$ cat config.mk
export PLATFORM = sky130hd
export DESIGN_NAME = iofw_io_decoder
export DESIGN_NICKNAME = d
export VERILOG_FILES = /design/src/iofw_pkg.sv /design/src/iofw_win_if.sv /design/src/iofw_cfg_regs.sv /design/src/iofw_io_decoder.sv /design/src/iofw_win_hit.sv
export VERILOG_INCLUDE_DIRS = /design/src
export SDC_FILE = /design/constraint.sdc
export NUM_CORES = 1
export LEC_CHECK = 0
export BUFFER_PORTS_ARGS = -buffer_cell sky130_fd_sc_hd__buf_4
export CORE_MARGIN = 8
export CORE_UTILIZATION = 50
export CTS_CLUSTER_DIAMETER = 60
export DETAILED_ROUTE_END_ITERATION = 10
export GPL_ROUTABILITY_DRIVEN = 0
export HOLD_SLACK_MARGIN = 0.02
export PLACE_DENSITY = 0.81
export SYNTH_ARGS = -nofsm -noshare
export SYNTH_HDL_FRONTEND = slang
export SYNTH_SLANG_ARGS = --single-unit
$ cat constraint.sdc
create_clock -name core_clk_in -period 6.75 [get_ports core_clk_in]
set_input_delay 0.3375 -clock core_clk_in [delete_from_list [all_inputs] [get_ports core_clk_in]]
set_output_delay 0.3375 -clock core_clk_in [all_outputs]
set_load 0.005 [all_outputs]
$ cat src/iofw_defines.svh
// Offsets, field positions and reset values of the I/O window decoder.
// Assumes inclusion by bare name from every file that needs a constant.
`ifndef IOFW_DEFINES_SVH
`define IOFW_DEFINES_SVH

// ----------------------------------------------------------------------
// Configuration offsets (byte offsets within the port's header)
// ----------------------------------------------------------------------
`define IOFW_OFS_BASE_LO 8'h1c
`define IOFW_OFS_LIMIT_LO 8'h1d
`define IOFW_OFS_BASE_HI 8'h30
`define IOFW_OFS_LIMIT_HI 8'h32

// ----------------------------------------------------------------------
// Field positions and constant fields
// ----------------------------------------------------------------------
`define IOFW_LO_NIB_MSB 7
`define IOFW_LO_NIB_LSB 4
`define IOFW_LO_TYPE 4'h1
`define IOFW_BASE_FILL 12'h000
`define IOFW_LIMIT_FILL 12'hfff
`define IOFW_GRAN_BITS 12
`define IOFW_ISA_HI_MSB 31
`define IOFW_ISA_HI_LSB 16
`define IOFW_ISA_BLK_MSB 9
`define IOFW_ISA_BLK_LSB 8

// ----------------------------------------------------------------------
// Reset values
// ----------------------------------------------------------------------
`define IOFW_RST_NIB 4'h0
`define IOFW_RST_HI 16'h0000

`endif

$ cat src/iofw_pkg.sv
// Types shared by the I/O window decoder modules.
// Assumes nothing beyond a SystemVerilog compiler.
package iofw_pkg;

  // Bus identities, used both for where a cycle starts and where it goes.
  typedef enum logic [1:0] {
    iofw_bus_pri = 2'b00,
    iofw_bus_sec1 = 2'b01,
    iofw_bus_sec2 = 2'b10,
    iofw_bus_none = 2'b11
  } iofw_bus_t;

  typedef struct packed {
    logic [3:0] base_nib;
    logic [3:0] limit_nib;
    logic [15:0] base_hi;
    logic [15:0] limit_hi;
  } iofw_win_regs_t;

  typedef struct packed {
    logic [31:0] cfg_rdata;
    logic cfg_ack;
    logic dec_valid;
    logic dec_claim;
    iofw_bus_t dec_dest;
    logic [31:0] dec_addr;
    logic [1:0] win_off;
  } iofw_top_state_t;

endpackage

$ cat src/iofw_win_if.sv
// Carries one port's effective I/O window from its registers to its
// address comparator. Assumes both ends share the decoder's clock.
interface iofw_win_if;
  logic [31:0] base;
  logic [31:0] limit;

  modport src (output base, output limit);
  modport snk (input base, input limit);
endinterface
$ cat src/iofw_cfg_regs.sv
// One secondary port's I/O base and limit registers.
// Assumes single-cycle configuration dword accesses from the top module.
`include "iofw_defines.svh"

module iofw_cfg_regs (
  input wire logic core_clk_in,
  input wire logic rst_n_in,
  input wire logic wr_in,
  input wire logic [5:0] dw_addr_in,
  input wire logic [3:0] be_in,
  input wire logic [31:0] wdata_in,
  output logic [31:0] rdata_out,
  iofw_win_if.src win
);

  iofw_pkg::iofw_win_regs_t st_r;
  iofw_pkg::iofw_win_regs_t st_nxt;

  // Selects a byte lane of a configuration offset when that dword is hit.
  function automatic logic lane_hit(input logic [5:0] dw,
                                    input logic [3:0] be,
                                    input logic [7:0] ofs);
    lane_hit = (dw == ofs[7:2]) && be[ofs[1:0]];
  endfunction

  // ----------------------------------------------------------------------
  // Register writes
  // ----------------------------------------------------------------------
  always_comb begin
    st_nxt = st_r;
    if (wr_in) begin
      if (lane_hit(dw_addr_in, be_in, `IOFW_OFS_BASE_LO)) begin
        st_nxt.base_nib = wdata_in[`IOFW_LO_NIB_MSB:`IOFW_LO_NIB_LSB];
      end
      if (lane_hit(dw_addr_in, be_in, `IOFW_OFS_LIMIT_LO)) begin
        st_nxt.limit_nib = wdata_in[15:12];
      end
      if (lane_hit(dw_addr_in, be_in, `IOFW_OFS_BASE_HI)) begin
        st_nxt.base_hi[7:0] = wdata_in[7:0];
      end
      if (lane_hit(dw_addr_in, be_in, `IOFW_OFS_BASE_HI + 8'h01)) begin
        st_nxt.base_hi[15:8] = wdata_in[15:8];
      end
      if (lane_hit(dw_addr_in, be_in, `IOFW_OFS_LIMIT_HI)) begin
        st_nxt.limit_hi[7:0] = wdata_in[23:16];
      end
      if (lane_hit(dw_addr_in, be_in, `IOFW_OFS_LIMIT_HI + 8'h01)) begin
        st_nxt.limit_hi[15:8] = wdata_in[31:24];
      end
    end
  end

  always_ff @(posedge core_clk_in) begin
    if (!rst_n_in) begin
      st_r <= '{base_nib: `IOFW_RST_NIB, limit_nib: `IOFW_RST_NIB,
                base_hi: `IOFW_RST_HI, limit_hi: `IOFW_RST_HI};
    end else begin
      st_r <= st_nxt;
    end
  end

  // ----------------------------------------------------------------------
  // Read-back and effective window
  // ----------------------------------------------------------------------
  always_comb begin
    rdata_out = 32'h0000_0000;
    if (dw_addr_in == `IOFW_OFS_BASE_LO >> 2) begin
      rdata_out[15:0] = {st_r.limit_nib, `IOFW_LO_TYPE,
                         st_r.base_nib, `IOFW_LO_TYPE};
    end else if (dw_addr_in == `IOFW_OFS_BASE_HI >> 2) begin
      rdata_out = {st_r.limit_hi, st_r.base_hi};
    end
  end

  assign win.base = {st_r.base_hi, st_r.base_nib, `IOFW_BASE_FILL};
  assign win.limit = {st_r.limit_hi, st_r.limit_nib, `IOFW_LIMIT_FILL};

endmodule

$ cat src/iofw_io_decoder.sv
// Address routing decoder for a bridge with one primary and two secondary
// buses. Assumes the command and bridge control bits come from registers
// on the same clock, and that memory window hits are decoded elsewhere.
`include "iofw_defines.svh"

// Contract
// - Primary cycles inside a port's windows go down; secondary outside go up.
// - Addresses pass unchanged; anything not claimed downstream goes upstream.
// - First-bus cycle hitting only second port's windows goes to second bus.
// - Second-bus cycle hitting only first port's windows goes to first bus.
// - Primary I/O cycles are ignored while the I/O enable is clear.
// - Secondary cycles ignored without master enable; it enables I/O and memory.
// - Each secondary port has its own 32-bit, 4KB-granular I/O window.
// - Base above limit disables the window: nothing down, everything up.
// - Base bits 15:12 from offset 1Ch upper nibble; low nibble reads 1h.
// - Base bits 31:16 from the writable 16-bit register at 30h.
// - Limit from 1Dh nibble and 32h halfword; low twelve bits are FFFh.
// - Reset gives base 0000_0000h and limit 0000_0FFFh.
// - ISA filtering only inside the window and below 64KB.
// - ISA mode passes down only the lowest 256 bytes of each 1KB.
// - ISA mode with master enable sends the upper 768 bytes upstream.
// - At or above 64KB only base and limit decide.
// - Other secondary I/O goes upstream only outside that port's window.
// - Memory goes downstream only while the memory enable is set.
module iofw_io_decoder #(
  parameter int unsigned PORTS = 2
) (
  input wire logic core_clk_in,
  input wire logic rst_n_in,
  input wire logic cfg_wr_in,
  input wire logic cfg_rd_in,
  input wire logic cfg_port_in,
  input wire logic [5:0] cfg_dw_addr_in,
  input wire logic [3:0] cfg_be_in,
  input wire logic [31:0] cfg_wdata_in,
  output logic [31:0] cfg_rdata_out,
  output logic cfg_ack_out,
  input wire logic [1:0] io_enable_in,
  input wire logic [1:0] mem_enable_in,
  input wire logic [1:0] master_enable_in,
  input wire logic [1:0] isa_enable_in,
  input wire logic req_valid_in,
  input wire iofw_pkg::iofw_bus_t req_origin_in,
  input wire logic req_is_io_in,
  input wire logic [31:0] req_addr_in,
  input wire logic [1:0] mem_win_hit_in,
  output logic dec_valid_out,
  output logic dec_claim_out,
  output iofw_pkg::iofw_bus_t dec_dest_out,
  output logic [31:0] dec_addr_out,
  output logic [1:0] io_win_off_out
);

  // ----------------------------------------------------------------------
  // Elaboration checks
  // ----------------------------------------------------------------------
  // The routing below names exactly two secondary ports.
  if (PORTS != 2) begin : g_bad_ports
    $error("iofw_io_decoder serves exactly two secondary ports");
  end

  // ----------------------------------------------------------------------
  // Per-port window registers and comparators
  // ----------------------------------------------------------------------
  logic [31:0] port_rdata [PORTS];
  logic [PORTS-1:0] io_hit;
  logic [PORTS-1:0] win_off;

  for (genvar p = 0; p < PORTS; p++) begin : g_port
    iofw_win_if win ();
    logic port_wr;

    assign port_wr = cfg_wr_in && (cfg_port_in == 1'(p));

    iofw_cfg_regs u_regs (
      .core_clk_in (core_clk_in),
      .rst_n_in (rst_n_in),
      .wr_in (port_wr),
      .dw_addr_in (cfg_dw_addr_in),
      .be_in (cfg_be_in),
      .wdata_in (cfg_wdata_in),
      .rdata_out (port_rdata[p]),
      .win (win.src)
    );

    iofw_win_hit u_hit (
      .win (win.snk),
      .addr_in (req_addr_in),
      .isa_enable_in (isa_enable_in[p]),
      .ds_hit_out (io_hit[p]),
      .win_off_out (win_off[p])
    );
  end

  // ----------------------------------------------------------------------
  // Routing
  // ----------------------------------------------------------------------
  // Destination of a cycle started on the primary bus. When both ports
  // claim an address the first one wins; overlapping windows are a
  // software error and this keeps the answer deterministic.
  function automatic iofw_pkg::iofw_bus_t route_down(
      input logic [1:0] hit,
      input logic [1:0] en);
    route_down = iofw_pkg::iofw_bus_none;
    if (hit[0] && en[0]) begin
      route_down = iofw_pkg::iofw_bus_sec1;
    end else if (hit[1] && en[1]) begin
      route_down = iofw_pkg::iofw_bus_sec2;
    end
  endfunction

  // Destination of a cycle started on secondary bus own (0 or 1).
  function automatic iofw_pkg::iofw_bus_t route_up(
      input logic own,
      input logic [1:0] hit,
      input logic [1:0] mst);
    logic mine;
    logic peer;
    mine = own ? hit[1] : hit[0];
    peer = own ? hit[0] : hit[1];
    route_up = iofw_pkg::iofw_bus_none;
    if (!(own ? mst[1] : mst[0])) begin
      route_up = iofw_pkg::iofw_bus_none;
    end else if (mine) begin
      // The target sits on the originating bus, so stay off the cycle.
      route_up = iofw_pkg::iofw_bus_none;
    end else if (peer) begin
      route_up = own ? iofw_pkg::iofw_bus_sec1 : iofw_pkg::iofw_bus_sec2;
    end else begin
      // ISA alias addresses fail the own hit and land here unless the peer window claims them.
      route_up = iofw_pkg::iofw_bus_pri;
    end
  endfunction

  logic [1:0] sel_hit;
  logic [1:0] sel_en;
  iofw_pkg::iofw_bus_t dest;

  always_comb begin
    sel_hit = req_is_io_in ? io_hit : mem_win_hit_in;
    sel_en = req_is_io_in ? io_enable_in : mem_enable_in;
    unique case (req_origin_in)
      iofw_pkg::iofw_bus_pri: begin
        dest = route_down(sel_hit, sel_en);
      end
      iofw_pkg::iofw_bus_sec1: begin
        dest = route_up(1'b0, sel_hit, master_enable_in);
      end
      iofw_pkg::iofw_bus_sec2: begin
        dest = route_up(1'b1, sel_hit, master_enable_in);
      end
      default: begin
        dest = iofw_pkg::iofw_bus_none;
      end
    endcase
  end

  // ----------------------------------------------------------------------
  // State
  // ----------------------------------------------------------------------
  iofw_pkg::iofw_top_state_t st_r;
  iofw_pkg::iofw_top_state_t st_nxt;

  always_comb begin
    st_nxt = st_r;
    st_nxt.cfg_ack = cfg_wr_in || cfg_rd_in;
    if (cfg_rd_in) begin
      st_nxt.cfg_rdata = port_rdata[cfg_port_in];
    end
    st_nxt.dec_valid = req_valid_in;
    if (req_valid_in) begin
      st_nxt.dec_dest = dest;
      st_nxt.dec_claim = dest != iofw_pkg::iofw_bus_none;
      st_nxt.dec_addr = req_addr_in;
    end
    st_nxt.win_off = win_off;
  end

  always_ff @(posedge core_clk_in) begin
    if (!rst_n_in) begin
      st_r <= '{cfg_rdata: 32'h0000_0000, cfg_ack: 1'b0, dec_valid: 1'b0,
                dec_claim: 1'b0, dec_dest: iofw_pkg::iofw_bus_none,
                dec_addr: 32'h0000_0000, win_off: 2'h0};
    end else begin
      st_r <= st_nxt;
    end
  end

  // ----------------------------------------------------------------------
  // Outputs
  // ----------------------------------------------------------------------
  assign cfg_rdata_out = st_r.cfg_rdata;
  assign cfg_ack_out = st_r.cfg_ack;
  assign dec_valid_out = st_r.dec_valid;
  assign dec_claim_out = st_r.dec_claim;
  assign dec_dest_out = st_r.dec_dest;
  assign dec_addr_out = st_r.dec_addr;
  assign io_win_off_out = st_r.win_off;

endmodule

$ cat src/iofw_win_hit.sv
// Decides whether an I/O address is claimed downstream by one port.
// Assumes a window already expanded to full 32-bit base and limit.
`include "iofw_defines.svh"

module iofw_win_hit (
  iofw_win_if.snk win,
  input wire logic [31:0] addr_in,
  input wire logic isa_enable_in,
  output logic ds_hit_out,
  output logic win_off_out
);

  logic in_win;
  logic low_64k;
  logic isa_alias;

  // A base above the limit leaves no address satisfying both compares.
  assign in_win = (addr_in >= win.base) && (addr_in <= win.limit);
  assign win_off_out = win.base > win.limit;
  assign low_64k = addr_in[`IOFW_ISA_HI_MSB:`IOFW_ISA_HI_LSB] == 16'h0000;
  assign isa_alias = addr_in[`IOFW_ISA_BLK_MSB:`IOFW_ISA_BLK_LSB] != 2'h0;
  // Above 64KB only the window counts.
  assign ds_hit_out = in_win && !(isa_enable_in && low_64k && isa_alias);

endmodule

## Word-level counts from Yosys, hierarchy flattened

Index checks and enable logic that the tools add are counted.

| cells by class | value |
|---|---|
| reduce and logical (&&, ||, !) cells | 36 |
| magnitude comparators | 7 |
| bitwise logic cells | 2 |
| equal/unequal tests | 5 |
| multiplexer cells | 20 |

Operators with widths:

| cell | number |
|---|---|
| $mux W32 | 5 |
| $ge A32 B32 Y1 | 2 |
| $gt A32 B32 Y1 | 2 |
| $le A32 B32 Y1 | 2 |
| $mux W16 | 4 |
| $reduce_and A2 Y1 | 12 |
| $logic_and A1 B1 Y1 | 18 |
| $logic_not A16 Y1 | 1 |
| $mux W2 | 8 |
| $eq A6 B3 Y1 const B | 1 |
| $eq A6 B4 Y1 const B | 1 |
| $pmux W2 S3 | 1 |
| $eq A2 B1 Y1 const B | 1 |
| $eq A2 B2 Y1 const B | 1 |
| $ge A2 B2 Y1 const B | 1 |
| $logic_not A1 Y1 | 2 |
| $logic_not A2 Y1 | 1 |
| $mux W1 | 2 |
| $ne A2 B2 Y1 const B | 1 |
| $not A1 Y2 | 1 |
| $reduce_bool A2 Y1 | 1 |
| $logic_or A1 B1 Y1 | 1 |
| $not A1 Y1 | 1 |

| word-level totals | value |
|---|---|
| output and inout bits | 71 |
| register bits | 151 |
| word-level logic and storage cells | 89 |
| bits of input ports | 93 |

## Logic depth before layout (Yosys ltp)

| logic depth | value |
|---|---|
| depth in word-level cells | 11 |
| gate-level depth with buffers | 10 |
| mapped depth without buffers | 10 |

## By module

A second synthesis with hierarchy kept.

| unflattened totals | value |
|---|---|
| cell total of the unflattened synthesis | 1394 |
| area, all modules | 12046.6 um^2 |

Modules (own cells, without submodules):

| module | cells each | area an instance (um^2) | instances | sequential area each (um^2) |
|---|---|---|---|---|
| iofw_win_hit | 313 | 2368.5 | 2 | 0.0 |
| iofw_cfg_regs | 243 | 2145.8 | 2 | 800.8 |
| iofw_io_decoder | 282 | 3017.9 | 1 | 1421.4 |

## Worst setup path after synthesis

Ideal clock, no wire load.

| timing | value |
|---|---|
| kind | reg2reg |
| start | reg g_port[0].u_regs.st_r (netlist bit g_port[0].u_regs.win.limit[30]) |
| end | reg st_r (netlist bit dec_claim_out) |
| stages on the path, launching flop included | 11 |
| arrival time | 2136 ps |
| required time | 6632 ps |
| buffers on the path | 0 |
| period minus slack after synthesis | 2254 ps |
| library setup time | 118 ps |
| path slack | 4496 ps |
| cell sequence | dfxtp_1 inv_1 ha_1 a21oi_1 nand2_1 a221oi_2 mux2i_1 a211oi_2 mux2i_1 mux2_4 o2bb2ai_1 |

| between the ends | value |
|---|---|
| longest elaborated chain between the ends | 9 |
| elaborated cells on any way between the ends | 13 |
| those cells by class | order compare (1); eq/ne (1); mux (8); reduce/logical (3) |

Ends and longest elaborated chain:

| element | line | source |
|---|---|---|
| from (decl) | iofw_cfg_regs.sv:16 | `iofw_pkg::iofw_win_regs_t st_r;` |
| from (signal assigned) | iofw_cfg_regs.sv:55 | `` st_r <= '{base_nib: `IOFW_RST_NIB, limit_nib: `IOFW_RST_NIB, `` |
| from (signal assigned) | iofw_cfg_regs.sv:58 | `st_r <= st_nxt;` |
| $le A32 B32 Y1 * | iofw_win_hit.sv:18 | `assign in_win = (addr_in >= win.base) && (addr_in <= win.limit);` |
| $logic_and A1 B1 Y1 * | iofw_win_hit.sv:18 |  |
| $logic_and A1 B1 Y1 * | iofw_win_hit.sv:23 | `assign ds_hit_out = in_win && !(isa_enable_in && low_64k && isa_alias);` |
| $mux W2 * | iofw_io_decoder.sv:140 | `sel_hit = req_is_io_in ? io_hit : mem_win_hit_in;` |
| $mux W1 | iofw_io_decoder.sv:127 | `end else if (peer) begin` |
| $mux W2 | iofw_io_decoder.sv:124 | `end else if (mine) begin` |
| $mux W2 | iofw_io_decoder.sv:122 | `if (!(own ? mst[1] : mst[0])) begin` |
| $pmux W2 S3 * | iofw_io_decoder.sv:142 | `unique case (req_origin_in)` |
| $ne A2 B2 Y1 * | iofw_io_decoder.sv:173 | `st_nxt.dec_claim = dest != iofw_pkg::iofw_bus_none;` |
| to (signal assigned) | iofw_io_decoder.sv:181 | `st_r <= '{cfg_rdata: 32'h0000_0000, cfg_ack: 1'b0, dec_valid: 1'b0,` |
| to (signal assigned) | iofw_io_decoder.sv:185 | `st_r <= st_nxt;` |
| to (decl) | iofw_io_decoder.sv:161 | `iofw_pkg::iofw_top_state_t st_r;` |

Mark *: on every way between the ends. The rest lies on a longest branch, timed or not.
A chain may end at the register's enable or synchronous reset.

## Final worst setup path

| timing | value |
|---|---|
| start | reg g_port[0].u_regs.st_r (netlist bit g_port[0].u_regs.win.limit[21]) |
| end | reg st_r (netlist bit dec_claim_out) |

The elaborated chain is that of the path after synthesis.

==> results.cfg <==
[outcome]
status = finished clean

[detailed_routing]
ant_nets = 0
drt-initial-drc-count = 670
routed_wl_microns = 29000
drt-pass1-iter-count = 5
remaining_drc_errors = 0
highest_layer = met5
vias_per_cell = 5.89
avgRoutedWirePerCell_microns = 19.9
wl_met1_microns = 12600
vias = 8586
met2_length_microns = 12400
routed-wl-met3_microns = 2670

[placement]
hpwl_microns = 22300
dp.cells = 1426
port_buffers = 163

[setup_path]
crit_path_end_kind = flop
critPathLaunchType = flop
startpoint = g_port[0].u_regs.win.limit[21]
cp.required_ns = 7.07
worstRegToRegCells = 10
crit_arrival_ns = 3.10
worstReg2RegStart = g_port[0].u_regs.win.limit[21]
crit_end = dec_claim_out
worstPathMaxFanout = 4
r2r_end = dec_claim_out
crit_type = flop to flop
r2r_slack_ns = 3.97

[yosys]
synth_top_area_share_pct = 32.3
yosysSeqAreaShare_pct = 32.3
yosys_most_used_dff = dfxtp_1
synth_compound_area_share_pct = 15.1
yosysUniqueCellTypes = 53
syn_area_sq_um = 9350
yosysTopAreaCell = dfxtp_1
synth-async-reset-ratio_pct = 0
synthCells = 1076
ys_warn_count = 0
avgSynthCellArea_sq_um = 8.69
synth_top_family_by_area = simple AND/OR/NAND/NOR gates
ys_ff_latch = 151
synthMuxAreaShare_pct = 10.0
synth_fa_ha_area_share_pct = 15.8
syn_nets = 1287
synth-xor-area-share_pct = 0
synthSimpleGateAreaFrac_pct = 21.1
synth_area_leaders = dfxtp_1 (32%), ha_1 (16%), mux2i_1 (9.7%)
synth_edf_count = 0

[clock_tree]
cts_hold_buf = 0
cts_tree = built
cts_inserted_buffers = 17
clk_pin_slew_ns = 0.07
clk_latency_ns = 0.43
post_cts_buffers = 0
clock_sinks = 151
cts-htree-levels = 4
cts_buffer_depth = 2
root_buffer = clkbuf_16
ctsResizeCount = 0

[power_and_ir_drop]
ir_drop_v = 0.000166
powerDensity_nw_per_um2 = 186
p_leak_nw = 4.85
total_power_mw = 2.10

[layout]
seqCellArea_sq_um = 3020
diodes = 0
multi_input_area_sq_um = 5800
stdcell_count = 1458
fin_nets = 1422
drive_gt1_share_pct = 17.2
nFillCells = 1571
area_delta_synth_final_pct = 20.6
finalCoreUtilization_pct = 60.9

[timing]
hold_viol = 0
final.setup.tns_ns = 0
setup_viol = 0
timing.hold.ws_ns = 0.135
finalCritPeriodShare_pct = 41.2
max_freq_mhz = 360
drv_slew = 0
worst_pin_slew_ns = 0.779
max-slew-margin-rel_pct = 48.1
timing.final.crit_period_ns = 2.78
skew_ns = 0.00970
rsz0062_at_grt = no

[global_routing]
grt-ovfl-total = 0
grt_pass1_vias = 8478
grt_pass1_wl_microns = 45400
globalRouteTotalUtil_pct = 24.3
grt_start_max_net_pins = 92
antenna_found_initial = 1

[floorplanning]
die_y_microns = 153
initial_core_util_pct = 50.5
fp.dieW_microns = 153
io-pin-count = 164
rows = 50
design.core.area_sq_um = 18500
die_area_sq_um = 23300

[min_path]
hp-start = cfg_wr_in
hold_class = primary input to flop

[job]
cap_violations = 0
worst min path at each step:
stage / cells after the start / slack (ns) / end
global route: 2 / 0.13 / cfg_ack_out
CTS: 2 / 0.12 / cfg_ack_out
global placement: 2 / 0.47 / cfg_rdata_out[28]
finish: 2 / 0.13 / cfg_ack_out
detailed placement: 2 / 0.47 / cfg_rdata_out[26]
floorplan: 1 / 0.45 / cfg_ack_out
kinds of logic (layout without fill, tap and decap cells):
group                    Yosys count  in the layout
adder cells (fa/ha/maj)          118            118
AND/OR/NAND/NOR                  365            365
buffers and inverters            140            288
AO/OA/AOI/OAI                    209            209
flip-flops                       151            151
multiplexers                      93             93
critical path: stages, from the launching register on:
cell and delay, ns:
dfxtp_1 0.33, inv_1 0.17, ha_1 0.36, nand4_1 0.12, nor3_1 0.29, and3_1 0.23, mux2i_1 0.08, a211oi_2 0.44
mux2i_1 0.18, mux2_4 0.33, o2bb2ai_1 0.13
cell usage after synthesis (2+ instances only):
cell        n
nand2b_1   22
a21oi_1    37
a221oi_2    3
and2_1     11
a221oi_1    3
nand3_1    77
a21boi_0   55
clkbuf_1   40
buf_1       6
o21ai_0    47
and4_1      6
nor3_1      5
nand4b_1    3
and3b_1     2
a41o_1      2
o221ai_1    8
buf_2       5
nand2_1    97
nand4_1    19
o211ai_1    4
a31oi_1     2
and3_1      4
dfxtp_1   151
a21o_1     14
o21ai_1     2
nor4_1      7
inv_1      89
o311ai_0    4
ha_1      118
nor2_1     17
nor2b_1    85
o31ai_1     3
nor4_2      3
nand3b_1    2
and4_4      2
o21a_1     12
a211oi_1    3
mux2i_1    91
power breakdown:
group	switching, mW	total (mW)	internal (mW)
clock	0.390	0.945	0.554
sequential	0.00773	0.914	0.906
combinational	0.128	0.245	0.117
placed cells by master (no fill, tap or decap), drive strengths merged, types with 3 or more instances in the layout:
master / synthesis / routed
nand3: 77 / 77
nor2: 17 / 17
o311ai: 4 / 4
mux2i: 91 / 91
buf: 11 / 167
a221oi: 6 / 6
and3: 4 / 4
nand2b: 22 / 22
nand2: 97 / 97
o211ai: 4 / 4
a21oi: 38 / 38
nand4: 19 / 19
nor3: 5 / 5
nor4: 10 / 10
dfxtp: 151 / 151
a21o: 14 / 14
clkbuf: 40 / 21
a21boi: 55 / 55
nor2b: 85 / 85
o31ai: 3 / 3
inv: 89 / 90
o21ai: 49 / 49
nand4b: 3 / 3
and2: 11 / 11
o21a: 12 / 12
and4: 8 / 8
o221ai: 8 / 8
a211oi: 4 / 4
ha: 118 / 118
clkinv: 0 / 6
final cells by class:
type	count	share of cell area [%]
Clock buffer	21	3.99
Clock inverter	11	1.11
Inverter	89	2.96
Multi-Input combinational cell	785	51.4
Sequential cell	151	26.8
Tap cell	234	2.60
Timing Repair Buffer	167	11.1
per-stage QoR:
step | worst slack [ns] | instance area (sq um)
floorplan | 4.50 | 9350
global placement | 4.10 | 10700
detailed placement | 4.01 | 10700
CTS | 4.03 | 11300
global route | 3.88 | 11300
finish | 3.97 | 11300
sequential cells by signal (all words and copies together), names as in the netlist:
name                     cells
g_port.u_regs.win.limit     40
g_port.u_regs.win.base      40
dec_dest_out                 2
dec_claim_out                1
dec_addr_out                32
cfg_ack_out                  1
dec_valid_out                1
cfg_rdata_out               32
io_win_off_out               2
routing by layer:
metal  track usage, %  vias to the layer above
li1                 -                     4063
met1             30.9                     3998
met2             36.8                      427
met3             7.18                       96
met4             12.3                        2
met5                0                        -
Note: power is estimated with default switching activity, not from simulation.
